$ cat src/hw/awpg_pkg.sv
// Shared constants and types of the advanced waveform timer group.
package awpg_pkg;

  // Widths and counts of one group.
  localparam int CNT_W    = 32;
  localparam int PSC_W    = 8;
  localparam int REP_W    = 8;
  localparam int DT_W     = 8;
  localparam int NUM_CNT  = 4;
  localparam int NUM_LEAD = 3;
  localparam int NUM_PIN  = 6;
  localparam int SRC_W    = 3;

  // Sync source code that selects the external sync pin; codes below it pick a counter.
  localparam logic [SRC_W-1:0] SYNC_EXT = 3'h4;

  // Flag vector layout.
  localparam int FLG_UPD   = 0;
  localparam int FLG_START = 4;
  localparam int FLG_CAPT  = 8;
  localparam int FLG_CMP   = 11;
  localparam int FLG_HALL  = 14;
  localparam int FLG_W     = 15;

  // Counting direction; up-and-down gives center-aligned waveforms.
  typedef enum logic [1:0] {AWPG_DIR_UP, AWPG_DIR_DOWN, AWPG_DIR_UPDN} awpg_dir_t;

  // What a sync source does to a counter.
  typedef enum logic [1:0] {AWPG_SYNC_OFF, AWPG_SYNC_RESET, AWPG_SYNC_GATE,
                            AWPG_SYNC_TRIG} awpg_sync_t;

  // Channel function.
  typedef enum logic [1:0] {AWPG_CH_OFF, AWPG_CH_PWM, AWPG_CH_CAPT, AWPG_CH_EDGE} awpg_chmode_t;

  // Configuration of one counter.
  typedef struct packed {
    logic             en;
    awpg_dir_t        dir;
    logic [PSC_W-1:0] psc;
    logic [CNT_W-1:0] period;
    logic [REP_W-1:0] rep;
    awpg_sync_t       sync_mode;
    logic [SRC_W-1:0] sync_src;
  } awpg_cnt_cfg_t;

  // Configuration of one channel.
  typedef struct packed {
    awpg_chmode_t     mode;
    logic             pol;
    logic [CNT_W-1:0] cmp;
  } awpg_ch_cfg_t;

  // Configuration of one lead/follower pair.
  typedef struct packed {
    logic            couple;
    logic            ident;
    logic            dt_mode;
    logic [DT_W-1:0] dt_len;
  } awpg_pair_cfg_t;

endpackage : awpg_pkg

$ cat src/hw/awpg_counter.sv
// Prescaled auto-reload counter with repetition count and period shadow.
`timescale 1ns/100ps
module awpg_counter #(
  parameter bit UP_ONLY = 1'b0
) (
  // Clock and reset.
  input  wire logic                    clk,
  input  wire logic                    rst_n,
  input  wire logic                    sclr,
  // Configuration.
  input  wire awpg_pkg::awpg_cnt_cfg_t cfg,
  // Step source, sync and init.
  input  wire logic                    ext_mode,
  input  wire logic                    ext_step,
  input  wire logic                    ext_down,
  input  wire logic                    restart,
  input  wire logic                    gate,
  input  wire logic                    trig,
  // State and events.
  output logic [awpg_pkg::CNT_W-1:0]   cnt_q,
  output logic                         upd_q,
  output logic                         start_q,
  output logic                         load_q
);

  logic [awpg_pkg::PSC_W-1:0] psc_q;
  logic [awpg_pkg::REP_W-1:0] rep_q;
  logic [awpg_pkg::CNT_W-1:0] per_q;
  logic                       run_q;
  logic                       down_q;
  logic                       tick;
  logic                       step;
  logic                       dn;
  logic                       run_set;
  awpg_pkg::awpg_dir_t        dir;

  // The follower counter can only count up.
  assign dir     = UP_ONLY ? awpg_pkg::AWPG_DIR_UP : cfg.dir;
  assign tick    = run_q && (psc_q == cfg.psc);
  assign step    = run_q && gate && (ext_mode ? ext_step : tick);
  assign dn      = ext_mode ? ext_down : (dir == awpg_pkg::AWPG_DIR_DOWN) || down_q;
  assign run_set = !run_q && cfg.en && !sclr
                   && ((cfg.sync_mode != awpg_pkg::AWPG_SYNC_TRIG) || trig);

  // Prescaler divides by psc plus one, so 1 to 256.
  always_ff @(posedge clk or negedge rst_n) begin
    if (!rst_n) begin
      psc_q <= '0;
    end else if (sclr || !run_q || tick) begin
      psc_q <= '0;
    end else begin
      psc_q <= psc_q + 8'h01;
    end
  end

  // Run state, with an optional trigger start.
  always_ff @(posedge clk or negedge rst_n) begin
    if (!rst_n) begin
      run_q   <= 1'b0;
      start_q <= 1'b0;
    end else begin
      start_q <= run_set;
      if (sclr || !cfg.en) begin
        run_q <= 1'b0;
      end else if (run_set) begin
        run_q <= 1'b1;
      end
    end
  end

  // Count, turn around or wrap with reload from the active period.
  always_ff @(posedge clk or negedge rst_n) begin
    if (!rst_n) begin
      cnt_q  <= '0;
      down_q <= 1'b0;
      upd_q  <= 1'b0;
    end else begin
      upd_q <= 1'b0;
      if (sclr) begin
        cnt_q  <= '0;
        down_q <= 1'b0;
      end else if (restart) begin
        cnt_q  <= (dir == awpg_pkg::AWPG_DIR_DOWN) ? per_q : '0;
        down_q <= 1'b0;
        upd_q  <= 1'b1;
      end else if (step && !dn) begin
        if (cnt_q >= per_q) begin
          upd_q <= 1'b1;
          if (dir == awpg_pkg::AWPG_DIR_UPDN && !ext_mode) begin
            down_q <= 1'b1;
          end else begin
            cnt_q <= '0;
          end
        end else begin
          cnt_q <= cnt_q + 32'h1;
        end
      end else if (step) begin
        if (cnt_q == '0) begin
          upd_q <= 1'b1;
          if (dir == awpg_pkg::AWPG_DIR_UPDN && !ext_mode) begin
            down_q <= 1'b0;
          end else begin
            cnt_q <= per_q;
          end
        end else begin
          cnt_q <= cnt_q - 32'h1;
        end
      end
    end
  end

  // Repetition count gates the transfer of buffered settings.
  always_ff @(posedge clk or negedge rst_n) begin
    if (!rst_n) begin
      rep_q  <= '0;
      per_q  <= '0;
      load_q <= 1'b0;
    end else begin
      load_q <= 1'b0;
      if (!run_q || sclr || restart || (upd_q && rep_q == '0)) begin
        rep_q  <= cfg.rep;
        per_q  <= cfg.period;
        load_q <= 1'b1;
      end else if (upd_q) begin
        rep_q <= rep_q - 8'h01;
      end
    end
  end

endmodule : awpg_counter

$ cat src/hw/awpg_deadtime.sv
// Lead and follower output stage with dead-time insertion.
`timescale 1ns/100ps
module awpg_deadtime (
  // Clock and reset.
  input  wire logic                     clk,
  input  wire logic                     rst_n,
  input  wire logic                     sclr,
  // Waveforms and settings.
  input  wire logic                     ref_i,
  input  wire logic                     follow_ref,
  input  wire awpg_pkg::awpg_pair_cfg_t cfg,
  input  wire logic                     lead_en,
  input  wire logic                     follow_en,
  input  wire logic                     lead_pol,
  input  wire logic                     follow_pol,
  // Outputs.
  output logic                          lead_o,
  output logic                          follow_o
);

  logic                      ref_q;
  logic [awpg_pkg::DT_W-1:0] dt_q;
  logic                      settled;

  assign settled = (dt_q == cfg.dt_len);

  // Dead-time counter restarts on every edge of the lead waveform.
  always_ff @(posedge clk or negedge rst_n) begin
    if (!rst_n) begin
      ref_q <= 1'b0;
      dt_q  <= '0;
    end else begin
      ref_q <= ref_i;
      if (ref_i != ref_q) begin
        dt_q <= '0;
      end else if (!settled) begin
        dt_q <= dt_q + 8'h01;
      end
    end
  end

  // Mode 0 delays both rising edges; mode 1 delays only the follower.
  always_ff @(posedge clk or negedge rst_n) begin
    if (!rst_n) begin
      lead_o   <= 1'b0;
      follow_o <= 1'b0;
    end else if (sclr) begin
      lead_o   <= 1'b0;
      follow_o <= 1'b0;
    end else begin
      lead_o <= lead_pol ^ (lead_en && ref_q
                && (settled || !cfg.couple || cfg.dt_mode));
      if (!follow_en) begin
        follow_o <= follow_pol;
      end else if (!cfg.couple) begin
        follow_o <= follow_pol ^ follow_ref;
      end else if (cfg.ident) begin
        if (settled) begin
          follow_o <= follow_pol ^ ref_q;
        end
      end else begin
        follow_o <= follow_pol ^ (!ref_q && settled);
      end
    end
  end

endmodule : awpg_deadtime

$ cat src/hw/awpg_group.sv
// One advanced waveform timer group: four counters, six channel pins.
`timescale 1ns/100ps
// Behaviour
// - Four 32-bit reload counters per group, two groups.
// - Counters count up, down or up-down, reloading.
// - Counter map: a, a-follow, b pair, c pair.
// - Each counter has an 8-bit prescaler, 1..256.
// - Lead channels capture, count edges, generate PWM.
// - Follower a makes its own up-count waveform.
// - Follower a may copy or invert lead a.
// - Followers b, c only copy or invert leads.
// - Coupled pairs get a dead-time gap.
// - Dead time has programmable length and mode.
// - Shared-counter pairs always have equal period.
// - Sync inputs reset, gate or trigger counters.
// - Repetition count delays settings transfer.
// - Update event on wrap or initialization.
// - Events on start, capture and compare match.
// - Polarity, duty, period change at period boundary.
// - Quadrature encoder and Hall sensor support.
module awpg_group (
  // Clock and reset.
  input  wire logic                                                SYS_CLK,
  input  wire logic                                                RST_N,
  input  wire logic                                                SYNC_CLR,
  // Configuration.
  input  wire awpg_pkg::awpg_cnt_cfg_t  [awpg_pkg::NUM_CNT-1:0]    CNT_CFG,
  input  wire awpg_pkg::awpg_ch_cfg_t   [awpg_pkg::NUM_PIN-1:0]    CH_CFG,
  input  wire awpg_pkg::awpg_pair_cfg_t [awpg_pkg::NUM_LEAD-1:0]   PAIR_CFG,
  input  wire logic                                                ENC_EN,
  input  wire logic                                                HALL_EN,
  input  wire logic [awpg_pkg::NUM_CNT-1:0]                        SW_INIT,
  // Flags.
  input  wire logic [awpg_pkg::FLG_W-1:0]                          FLAG_CLR,
  input  wire logic [awpg_pkg::FLG_W-1:0]                          FLAG_EN,
  output logic      [awpg_pkg::FLG_W-1:0]                          FLAG_Q,
  output logic                                                     IRQ,
  // Measured values.
  output logic      [awpg_pkg::NUM_CNT-1:0][awpg_pkg::CNT_W-1:0]   CNT_VAL,
  output logic      [awpg_pkg::NUM_LEAD-1:0][awpg_pkg::CNT_W-1:0]  CAPT_VAL,
  output logic      [awpg_pkg::CNT_W-1:0]                          HALL_VAL,
  // Channel pins and external sync.
  input  wire logic [awpg_pkg::NUM_PIN-1:0]                        PIN_I,
  output logic      [awpg_pkg::NUM_PIN-1:0]                        PIN_O,
  output logic      [awpg_pkg::NUM_PIN-1:0]                        PIN_OE,
  input  wire logic                                                SYNC_IN
);

  localparam int NP = awpg_pkg::NUM_PIN;
  localparam int NC = awpg_pkg::NUM_CNT;
  localparam int NL = awpg_pkg::NUM_LEAD;

  // Counter that serves a lead channel: a uses 0, b uses 2, c uses 3.
  function automatic int lead_cnt(input int j);
    lead_cnt = (j == 0) ? 0 : j + 1;
  endfunction : lead_cnt

  // Channel whose compare and polarity a counter carries.
  function automatic int cnt_ch(input int k);
    cnt_ch = (k < 2) ? k : 2 * (k - 1);
  endfunction : cnt_ch

  logic [NP:0]                        s1_q;
  logic [NP:0]                        s2_q;
  logic [NP:0]                        s3_q;
  logic [NP:0]                        in_q;
  logic [NP:0]                        prev_q;
  logic [NP:0]                        rise;
  logic [NP:0]                        chg;
  logic                               enc_step;
  logic                               enc_down;
  logic                               hall_ev;
  logic [NC-1:0][awpg_pkg::CNT_W-1:0] cnt;
  logic [NC-1:0][awpg_pkg::CNT_W-1:0] cmp_q;
  logic [NC-1:0]                      upd;
  logic [NC-1:0]                      start;
  logic [NC-1:0]                      load;
  logic [NC-1:0]                      ref_w;
  logic [NC-1:0]                      match_q;
  logic [NC-1:0]                      ext_mode;
  logic [NC-1:0]                      ext_step;
  logic [NC-1:0]                      restart;
  logic [NC-1:0]                      gate;
  logic [NC-1:0]                      trig;
  logic [NP-1:0]                      pol_q;
  logic [NP-1:0]                      drv_o;
  logic [NP-1:0]                      oe_d;
  logic [NL-1:0]                      capt_ev;
  logic [NL-1:0]                      cmp_ev;
  logic [awpg_pkg::FLG_W-1:0]         flag_set;
  awpg_pkg::awpg_pair_cfg_t [NL-1:0]  pcfg;

  // Outside inputs pass three flops; a change counts when the last two agree.
  always_ff @(posedge SYS_CLK or negedge RST_N) begin
    if (!RST_N) begin
      s1_q   <= '0;
      s2_q   <= '0;
      s3_q   <= '0;
      in_q   <= '0;
      prev_q <= '0;
    end else begin
      s1_q   <= {SYNC_IN, PIN_I};
      s2_q   <= s1_q;
      s3_q   <= s2_q;
      in_q   <= (s2_q & s3_q) | (in_q & (s2_q | s3_q));
      prev_q <= in_q;
    end
  end

  assign rise = in_q & ~prev_q;
  assign chg  = in_q ^ prev_q;

  // Quadrature decode on pins a and a-follow, four steps per cycle.
  assign enc_step = chg[0] | chg[1];
  assign enc_down = prev_q[0] ^ in_q[1];
  // Any Hall edge on the three lead pins.
  assign hall_ev  = HALL_EN && (chg[0] || chg[2] || chg[4]);

  // Sync routing, step sources and init per counter.
  always_comb begin
    for (int k = 0; k < NC; k++) begin
      logic ev;
      logic lvl;
      ev  = 1'b0;
      lvl = 1'b0;
      if (CNT_CFG[k].sync_src == awpg_pkg::SYNC_EXT) begin
        ev  = rise[NP];
        lvl = in_q[NP];
      end else begin
        ev  = upd[CNT_CFG[k].sync_src[1:0]];
        lvl = ref_w[CNT_CFG[k].sync_src[1:0]];
      end
      trig[k]     = ev;
      gate[k]     = (CNT_CFG[k].sync_mode != awpg_pkg::AWPG_SYNC_GATE) || lvl;
      restart[k]  = SW_INIT[k] || ((CNT_CFG[k].sync_mode == awpg_pkg::AWPG_SYNC_RESET) && ev)
                    || ((k == 1) && hall_ev);
      ext_mode[k] = (k != 1) && (CH_CFG[cnt_ch(k)].mode == awpg_pkg::AWPG_CH_EDGE);
      ext_step[k] = rise[cnt_ch(k)];
      if (k == 0 && ENC_EN) begin
        ext_mode[k] = 1'b1;
        ext_step[k] = enc_step;
      end
    end
  end

  // Four counters make one group; the chip places two group instances.
  for (genvar g = 0; g < NC; g++) begin : g_cnt
    awpg_counter #(
      .UP_ONLY (g == 1)
    ) u_cnt (
      .clk      (SYS_CLK),
      .rst_n    (RST_N),
      .sclr     (SYNC_CLR),
      .cfg      (CNT_CFG[g]),
      .ext_mode (ext_mode[g]),
      .ext_step (ext_step[g]),
      .ext_down (ENC_EN && g == 0 && enc_down),
      .restart  (restart[g]),
      .gate     (gate[g]),
      .trig     (trig[g]),
      .cnt_q    (cnt[g]),
      .upd_q    (upd[g]),
      .start_q  (start[g]),
      .load_q   (load[g])
    );
    // Reference level: high while the count is below the active compare.
    assign ref_w[g] = cnt[g] < cmp_q[g];
  end

  // Compare and polarity shadows move to active on each counter load: at a period boundary, on init or clear, or while stopped.
  always_ff @(posedge SYS_CLK or negedge RST_N) begin
    if (!RST_N) begin
      cmp_q <= '0;
      pol_q <= '0;
    end else begin
      for (int k = 0; k < NC; k++) begin
        if (load[k]) begin
          cmp_q[k]           <= CH_CFG[cnt_ch(k)].cmp;
          pol_q[cnt_ch(k)]   <= CH_CFG[cnt_ch(k)].pol;
          if (k >= 2) begin
            pol_q[cnt_ch(k) + 1] <= CH_CFG[cnt_ch(k) + 1].pol;
          end
        end
      end
    end
  end

  // Followers b and c are always coupled; they have no compare of their own.
  always_comb begin
    for (int j = 0; j < NL; j++) begin
      pcfg[j] = PAIR_CFG[j];
      if (j != 0) begin
        pcfg[j].couple = 1'b1;
      end
    end
  end

  // One output stage per pair; the follower derives from the lead reference, except follower a when uncoupled.
  for (genvar j = 0; j < NL; j++) begin : g_pair
    awpg_deadtime u_dt (
      .clk        (SYS_CLK),
      .rst_n      (RST_N),
      .sclr       (SYNC_CLR),
      .ref_i      (ref_w[lead_cnt(j)]),
      .follow_ref ((j == 0) && ref_w[1]),
      .cfg        (pcfg[j]),
      .lead_en    (CH_CFG[2*j].mode == awpg_pkg::AWPG_CH_PWM),
      .follow_en  (CH_CFG[2*j+1].mode == awpg_pkg::AWPG_CH_PWM),
      .lead_pol   (pol_q[2*j]),
      .follow_pol (pol_q[2*j+1]),
      .lead_o     (drv_o[2*j]),
      .follow_o   (drv_o[2*j+1])
    );
  end

  assign PIN_O = drv_o;

  // A pin drives only while its channel generates and no sensor owns it.
  always_comb begin
    for (int p = 0; p < NP; p++) begin
      oe_d[p] = (CH_CFG[p].mode == awpg_pkg::AWPG_CH_PWM);
    end
    if (ENC_EN) begin
      oe_d[1:0] = '0;
    end
    if (HALL_EN) begin
      oe_d[0] = 1'b0;
      oe_d[2] = 1'b0;
      oe_d[4] = 1'b0;
    end
  end

  // Output enables; cleared at once by the synchronous clear.
  always_ff @(posedge SYS_CLK or negedge RST_N) begin
    if (!RST_N) begin
      PIN_OE <= '0;
    end else if (SYNC_CLR) begin
      PIN_OE <= '0;
    end else begin
      PIN_OE <= oe_d;
    end
  end

  // Capture and compare events of the lead channels.
  always_comb begin
    for (int j = 0; j < NL; j++) begin
      capt_ev[j] = !HALL_EN && (CH_CFG[2*j].mode == awpg_pkg::AWPG_CH_CAPT)
                   && rise[2*j];
      cmp_ev[j]  = !match_q[lead_cnt(j)]
                   && (cnt[lead_cnt(j)] == cmp_q[lead_cnt(j)]);
    end
  end

  // Captured counts, Hall timing and compare history.
  always_ff @(posedge SYS_CLK or negedge RST_N) begin
    if (!RST_N) begin
      CAPT_VAL <= '0;
      HALL_VAL <= '0;
      match_q  <= '0;
      CNT_VAL  <= '0;
    end else begin
      CNT_VAL <= cnt;
      for (int k = 0; k < NC; k++) begin
        match_q[k] <= (cnt[k] == cmp_q[k]);
      end
      for (int j = 0; j < NL; j++) begin
        if (capt_ev[j]) begin
          CAPT_VAL[j] <= cnt[lead_cnt(j)];
        end
      end
      if (hall_ev) begin
        HALL_VAL <= cnt[1];
      end
    end
  end

  // Event sources for the sticky flags.
  always_comb begin
    flag_set = '0;
    flag_set[awpg_pkg::FLG_UPD +: NC]   = upd;
    flag_set[awpg_pkg::FLG_START +: NC] = start;
    flag_set[awpg_pkg::FLG_CAPT +: NL]  = capt_ev;
    flag_set[awpg_pkg::FLG_CMP +: NL]   = cmp_ev;
    flag_set[awpg_pkg::FLG_HALL]        = hall_ev;
  end

  // Sticky flags: a new event wins over a clear in the same cycle.
  always_ff @(posedge SYS_CLK or negedge RST_N) begin
    if (!RST_N) begin
      FLAG_Q <= '0;
      IRQ    <= 1'b0;
    end else if (SYNC_CLR) begin
      FLAG_Q <= '0;
      IRQ    <= 1'b0;
    end else begin
      FLAG_Q <= (FLAG_Q & ~FLAG_CLR) | flag_set;
      IRQ    <= |(FLAG_Q & FLAG_EN);
    end
  end

endmodule : awpg_group

$ cat config.mk
export PLATFORM = sky130hd
export DESIGN_NAME = awpg_group
export DESIGN_NICKNAME = d
export VERILOG_FILES = /design/src/hw/awpg_pkg.sv /design/src/hw/awpg_counter.sv /design/src/hw/awpg_deadtime.sv /design/src/hw/awpg_group.sv
export SDC_FILE = /design/constraint.sdc
export NUM_CORES = 2
export LEC_CHECK = 0
export BUFFER_PORTS_ARGS = -buffer_cell sky130_fd_sc_hd__buf_2
export CORE_AREA = 2 2 314 316
export DETAILED_ROUTE_END_ITERATION = 12
export DIE_AREA = 0 0 316 318
export GPL_TIMING_DRIVEN = 0
export PLACE_DENSITY = 0.65
export SLEW_MARGIN = 20
export SYNTH_ARGS = -nofsm -noshare
export SYNTH_HDL_FRONTEND = slang
export SYNTH_SLANG_ARGS = --single-unit
$ cat constraint.sdc
create_clock -name SYS_CLK -period 3.59 [get_ports SYS_CLK]
set_input_delay 0.5385 -clock SYS_CLK [delete_from_list [all_inputs] [get_ports SYS_CLK]]
set_output_delay 0.5385 -clock SYS_CLK [all_outputs]
set_load 0.005 [all_outputs]
==> Yosys cells after proc, flatten, opt, wreduce, memory -nomap -nowiden <==
Index checks and enable logic that the tools add are counted.
{ "totals": {"regBits": 824, "wordCells": 520, "inputBits": 513, "out_inout_bits": 284} }
{ "classes": {"addsub": 19, "bitwise_logic": 23, "mux": 168, "n_lt_le_gt_ge": 12, "eq_ne": 69, "n_reduce_logical": 156} }
{ "op_table": {"columns": ["op", "count"], "rows": [
  ["32-bit two-way mux", 33],
  ["8-bit two-way mux", 18],
  ["32-bit by 1-bit adder with 32-bit output (second input constant)", 4],
  ["32-bit equality test", 4],
  ["32-bit >= comparator", 4],
  ["32-bit logical NOT", 4],
  ["32-bit < comparator", 4],
  ["32-bit by 1-bit subtractor with 32-bit output (second input constant)", 4],
  ["1-bit two-way mux", 106],
  ["1-bit logical AND", 59],
  ["8-bit by 1-bit adder with 8-bit output (second input constant)", 7],
  ["8-bit equality test", 7],
  ["1-bit logical OR", 42],
  ["4-bit by 3-bit inequality test with 1-bit output (second input constant)", 9],
  ["8-bit logical NOT", 4],
  ["8-bit by 1-bit subtractor with 8-bit output (second input constant)", 4],
  ["15-bit AND", 2],
  ["4-bit nonzero test", 7],
  ["2-bit by 1-bit equality test with 1-bit output (second input constant)", 13],
  ["1-bit logical NOT", 24],
  ["2-bit inequality test (second input constant)", 11],
  ["7-bit AND", 3],
  ["2-bit equality test (second input constant)", 9],
  ["2-bit nonzero test", 9],
  ["21 further kinds", 56]
]} }

==> Depth between registers and ports, before layout <==
{ "logic_depth": {"word_depth": 11, "mapped_depth": 15, "ltp_nobuf": 12} }

==> Cells and area by module <==
A second synthesis with hierarchy kept.
{ "hier_totals": {"cells_unflattened": 4734, "hier_area_um2": 47387.9} }
{ "modules_own_cells": {"columns": ["module", "instances", "seq_area_each_um2", "cells_each", "area_per_inst_um2"], "rows": [
  ["awpg_counter at g_cnt[0].u_cnt ...", 3, 2127.0, 774, 7013.0],
  ["awpg_group", 1, 11010.6, 1475, 18011.0],
  ["awpg_counter at g_cnt[1].u_cnt", 1, 2102.0, 724, 6254.7],
  ["awpg_deadtime", 3, 275.3, 71, 694.4]
]} }

==> Worst setup path before layout <==
Ideal clock, no wire load.
{ "synth_path": {"path_kind": "register -> register", "start": "register g_cnt[0].u_cnt.cnt_q[23] (netlist bit)", "end": "register g_cnt[3].u_cnt.cnt_q[26] (netlist bit)", "stages_incl_launch_ff": 13, "t_required_ns": 3.454, "path_slack_ns": 0.286, "setup_ns": 0.136, "n_path_buf": 2, "period_less_slack_ns": 3.304, "arrival_ns": 3.168, "path_cell_list": "dfrtp_1 > ha_1 > nand4_1 > or4_1 > o31ai_1 > nor4_1 > o221ai_1 > or3_1 > clkbuf_1 > buf_2 > o22ai_1 > a221oi_1 > nor3_1"} }
{ "synth_between": {"elab_chain_cells": 11, "elab_cells_between_ends": 15, "classes_between": "order compare (1); eq/ne (2); mux (6); reduce/logical (6)"} }
{ "synth_rtl": {"columns": ["item", "line", "text"], "rows": [
  ["start, declared", "awpg_counter.sv:20", "output logic [awpg_pkg::CNT_W-1:0] cnt_q,"],
  ["start signal, assigned", "awpg_counter.sv:83", "cnt_q <= (dir == awpg_pkg::AWPG_DIR_DOWN) ? per_q : '0;"],
  ["start signal, assigned", "awpg_counter.sv:95", "cnt_q <= cnt_q + 32'h1;"],
  ["start signal, assigned", "awpg_counter.sv:103", "cnt_q <= per_q;"],
  ["32-bit < comparator (*)", "awpg_group.sv:167", "assign ref_w[g] = cnt[g] < cmp_q[g];"],
  ["1-bit binary-select mux with 2-bit select (*)", "awpg_group.sv:131", "lvl = ref_w[CNT_CFG[k].sync_src[1:0]];"],
  ["1-bit two-way mux (implied by the code) (*)", "awpg_group.sv:131", null],
  ["1-bit two-way mux (*)", "awpg_group.sv:126", "if (CNT_CFG[k].sync_src == awpg_pkg::SYNC_EXT) begin"],
  ["1-bit logical OR (*)", "awpg_group.sv:134", "gate[k] = (CNT_CFG[k].sync_mode != awpg_pkg::AWPG_SYNC_GATE) || lvl;"],
  ["1-bit logical AND (*) (2 in series)", "awpg_counter.sv:40", "assign step = run_q && gate && (ext_mode ? ext_step : tick);"],
  ["1-bit logical AND", "awpg_counter.sv:86", "end else if (step && !dn) begin"],
  ["32-bit two-way mux", "awpg_counter.sv:86", null],
  ["32-bit two-way mux", "awpg_counter.sv:82", "end else if (restart) begin"],
  ["32-bit two-way mux", "awpg_counter.sv:79", "if (sclr) begin"],
  ["end signal, assigned", "awpg_counter.sv:83", null],
  ["end signal, assigned", "awpg_counter.sv:95", null],
  ["end signal, assigned", "awpg_counter.sv:103", null],
  ["end, declared", "awpg_counter.sv:20", null]
]} }
Mark *: on every way between the ends. The rest lies on a longest branch, timed or not. The select of a mux whose other input is x is not followed.
A chain may end at the register's enable or synchronous reset.

==> Worst setup path after layout <==
{ "layout_path": {"start": "register g_cnt[3].u_cnt.cnt_q[23] (netlist bit)", "end": "register g_cnt[1].u_cnt.cnt_q[2] (netlist bit)"} }
{ "layout_between": {"elab_chain_cells": 11, "elab_cells_between_ends": 12, "classes_between": "order compare (1); mux (6); reduce/logical (5)"} }
{ "layout_rtl": {"columns": ["item", "line", "text"], "rows": [
  ["32-bit < comparator (*)", "awpg_group.sv:167", null],
  ["net g_pair[2].u_dt.ref_i", "awpg_deadtime.sv:9", "input wire logic ref_i,"],
  ["1-bit binary-select mux with 2-bit select (*)", "awpg_group.sv:131", null],
  ["1-bit two-way mux (implied by the code) (*)", "awpg_group.sv:131", null],
  ["1-bit two-way mux (*)", "awpg_group.sv:126", null],
  ["1-bit logical OR (*)", "awpg_group.sv:134", null],
  ["1-bit logical AND (*) (2 in series)", "awpg_counter.sv:40", null],
  ["1-bit logical AND", "awpg_counter.sv:86", null],
  ["32-bit two-way mux", "awpg_counter.sv:86", null],
  ["32-bit two-way mux", "awpg_counter.sv:82", null],
  ["32-bit two-way mux", "awpg_counter.sv:79", null],
  ["end signal, assigned", "awpg_counter.sv:83", null],
  ["end signal, assigned", "awpg_counter.sv:95", null],
  ["end signal, assigned", "awpg_counter.sv:103", null],
  ["end, declared", "awpg_counter.sv:20", null]
]} }
Mark *: on every way through the listed nets, which the timed path passes. The rest lies on a longest branch. The select of a mux whose other input is x is not followed.

==> impl_metrics.yaml <==
clocking:
  worstSkewPairLatency_ns: 0.69
  clock_sinks: 812
  clockRootBuffer: "clkbuf_16"
  cts_tree: "done"
  cts.clk_slew.worst_paths_ns: 0.06
  cts_buffers: 91
  cts_buffer_depth: 3
  htree_levels: 3
drt:
  vias: 39800
  drtAntennaViolNets: 0
  drtIter0Drc: 3585
  drt-total-wl_um: 167000
  via_per_inst: 5.75
  drtPass1Iterations: 6
  drc: 0
  wl_per_cell_um: 24.1
finish:
  drive_gt1_share_pct: 31.0
  postLayoutCoreUtil_pct: 58.2
  postLayoutCellArea_um2: 56700
  fin_cells: 6918
  areaGrowthSynthToFinish_pct: 27.9
  layout.nets: 6325
worst_setup_path:
  arrival_ns: 4.20
  end_kind: "register"
  worstPathRequired_ns: 4.13
  crit_type: "register to register"
  startpoint_type: "register"
  crit_fanout: 5
floorplanning:
  die_h_um: 318
  row_count: 115
  initial_core_util_pct: 45.5
  fp.dieW_um: 316
  dieArea_um2: 100000
  ioPinCount: 797
  core_area_um2: 97400
pwr:
  vdd_drop_max_mv: 0.382
  seqPwrFrac_pct: 41.0
  p_leak_nw: 28.0
  p_int_mw: 18.1
  p_sw_share_pct: 30.0
  switching_power_mw: 7.74
  p_per_area_nw_per_um2: 456
  p_comb_share_pct: 20.8
  p_clk_share_pct: 38.2
sta:
  holdWs_ns: 0.0546
  finalHoldViolCount: 0
  slew_headroom_pct: 24.6
  tightest_slew_ns: 1.13
  postLayoutSetupSlackWorst_ns: -0.0654
  rsz0062_at_grt: "yes"
  post-route-period-util_pct: 102
  finalSetupViolCount: 33
  slew_violations: 0
  fmax_mhz: 274
  finalCriticalPeriod_ns: 3.66
  clock-skew-final_ns: 0.0300
yosys:
  synth_edf_count: 0
  synth_cell_types: 105
  syn-mean-instance-area_um2: 9.76
  synth_ff_type: "dfrtp_1"
  synth_seq_area_share_pct: 45.9
  yosysWarnings: 0
  synthCells: 4540
  synth_area_um2: 44300
  async_flop_share_pct: 100
  ys_ff_latch: 812
  syn_nets: 5333
global_route:
  grt_max_degree: 135
  grt_pass1_vias: 38300
  antenna_found_initial: 67
  grt-ovfl-total: 0
  grt_use_total_pct: 32.0
  grt_pass1_wl_um: 241000
worst_hold_path:
  worst_hold_path_type: "input pin to register"
placement:
  portBuffers: 725
  dp_cells: 6564
  place_area_um2: 49900
  place.gp.congestion: 0.974
  dp_hpwl_um: 121000
status:
  failed_checks: "negative setup slack"
  status: "finished, violations left"
flow_run:
  drv_cap: 0
cells in the mapped netlist, drive strengths merged, types with 8 or more instances:
cell | number | area, um^2
a21oi | 216 | 1100
or3 | 21 | 146
xor2 | 131 | 1150
a31oi | 43 | 269
nor4 | 46 | 328
o41ai | 9 | 78.8
a22oi | 20 | 150
o311a | 8 | 80.1
mux2i | 11 | 110
a211o | 8 | 70.1
nor3 | 103 | 552
nor2 | 331 | 1240
o21a | 17 | 128
o21ai | 286 | 1440
a311oi | 26 | 228
nand3b | 15 | 113
and2 | 30 | 188
and4 | 14 | 123
a21o | 64 | 480
a2111oi | 17 | 149
o221ai | 13 | 114
dfrtp | 812 | 20300
a221oi | 20 | 175
or2 | 9 | 56.3
nor2b | 32 | 203
o22ai | 16 | 106
o31ai | 13 | 116
a22o | 19 | 166
nand2 | 446 | 1670
or4 | 23 | 184
nand3 | 146 | 731
nand2b | 30 | 203
xnor2 | 139 | 1220
nor3b | 8 | 60.1
nand4 | 77 | 482
a211oi | 52 | 415
mux2 | 244 | 2750
clkbuf | 174 | 653
buf | 70 | 367
o211ai | 27 | 203
inv | 331 | 1240
ha | 280 | 3500
and3 | 55 | 344
final cells by class:
cell class              count  area, um^2
flip-flops and latches    812       20400
fillers                  8446       40700
inverters                 332        1250
clock inverters            37         509
diodes                     28        70.1
plain buffers             239        1360
repair buffers            904        5470
multi-input cells        3152       23400
clock buffers             127        2600
well taps                1287        1610
critical path: stages (launching register included):
cell and delay, ns:
dfrtp_2 0.44, ha_4 0.28, and3_4 0.19, nand3_2 0.08
or4_4 0.59, a31o_4 0.27, and2_4 0.16, buf_4 0.13
mux4_2 0.52, buf_6 0.15, o21ai_4 0.18, a211oi_4 0.06
buf_6 0.14, clkbuf_16 0.16, nand3b_1 0.10, a21oi_2 0.06
through the flow:
| stage | setup TNS [ns] | total power [mW] | setup slack [ns] |
|---|---|---|---|
| finish | -0.816 | 25.8 | -0.0654 |
| CTS | -0.00869 | 25.5 | -0.00869 |
| global route | -11.84 | 26.9 | -0.238 |
| global placement | - | 15.3 | -15.95 |
| detailed placement | -247.31 | 15.4 | -1.67 |
| floorplan | 0 | 13.4 | 0.286 |
path summary, 6_finish.rpt:
path / start / endpoint / slack [ns] / depth (start not counted)
max: g_cnt[3].u_cnt.cnt_q[23] / g_cnt[1].u_cnt.cnt_q[2] / -0.07 / 15
min in group asynchronous: RST_N / g_cnt[0].u_cnt.cnt_q[17] / 0.40 / 2
max reg2reg: g_cnt[3].u_cnt.cnt_q[23] / g_cnt[1].u_cnt.cnt_q[2] / -0.07 / 15
min reg2reg: s1_q[2] / s2_q[2] / 0.35 / 0
min: CNT_CFG[75] / g_cnt[1].u_cnt.per_q[6] / 0.05 / 3
max in group asynchronous: RST_N / g_cnt[2].u_cnt.cnt_q[19] / 0.87 / 5
sequential cells by signal, indices dropped and copies added (netlist names), 6 cells and up:
name / cells
PIN_OE: 6
HALL_VAL: 32
CNT_VAL: 128
pol_q: 6
g_cnt.u_cnt.rep_q: 32
g_cnt.u_cnt.psc_q: 32
CAPT_VAL: 96
cmp_q: 128
FLAG_Q: 15
g_pair.u_dt.dt_q: 24
g_cnt.u_cnt.cnt_q: 128
g_cnt.u_cnt.per_q: 128
routing by layer:
metal  part of all wire (%)  global-route usage, %  vias to the layer above
met5                   0.20                      0                        -
met4                    4.2                   13.7                       52
met3                    8.9                   7.48                      420
met2                     46                   50.2                     1928
met1                     41                   42.2                    19400
li1                       -                      -                    18000
power groups by stage:
stage | combinational, mW | clock (mW) | sequential [mW]
detailed placement | 4.64 | 0 | 10.8
CTS | 4.97 | 10.0 | 10.6
global route | 5.89 | 10.4 | 10.7
global placement | 4.51 | 0 | 10.8
finish | 5.38 | 9.87 | 10.6
floorplan | 2.83 | 0 | 10.5
kinds of logic after synthesis:
kind of cell / Yosys count / share of synthesized area (%)
AOI/OAI and AO/OA: 936 / 13.7
and+or+nand+nor: 1402 / 15.4
adders and majority gates: 285 / 8.02
buffers and inverters: 576 / 5.11
xor gates and xnor gates: 270 / 5.34
DFF: 812 / 45.9
muxes: 259 / 6.65
repair_timing:
item                                    in CTS  in global routing
resized for setup                          261                318
buffers inserted                            73                 79
hold buffers                                 6                  0
pin swaps                                   53                124
endpoints found under the hold margin       84                  0
gates cloned                                 2                  8
endpoints found under the setup margin     268                172
layout by cell type, fill, tap and decap left out, types with 34 or more instances in the layout:
| master | count |
|---|---|
| dfrtp_1 | 756 |
| clkbuf_2 | 34 |
| nor3_1 | 85 |
| buf_6 | 41 |
| clkbuf_1 | 137 |
| a31oi_1 | 40 |
| xor2_1 | 130 |
| and3_1 | 52 |
| inv_1 | 327 |
| nand2_1 | 426 |
| clkbuf_16 | 98 |
| buf_4 | 142 |
| a21o_1 | 64 |
| ha_1 | 263 |
| nor2_1 | 319 |
| mux2_2 | 239 |
| dfrtp_2 | 56 |
| nand4_1 | 77 |
| xnor2_1 | 139 |
| a21oi_1 | 185 |
| nand3_1 | 138 |
| buf_2 | 740 |
| o21ai_0 | 245 |
Note: power is estimated with default switching activity, not from simulation.
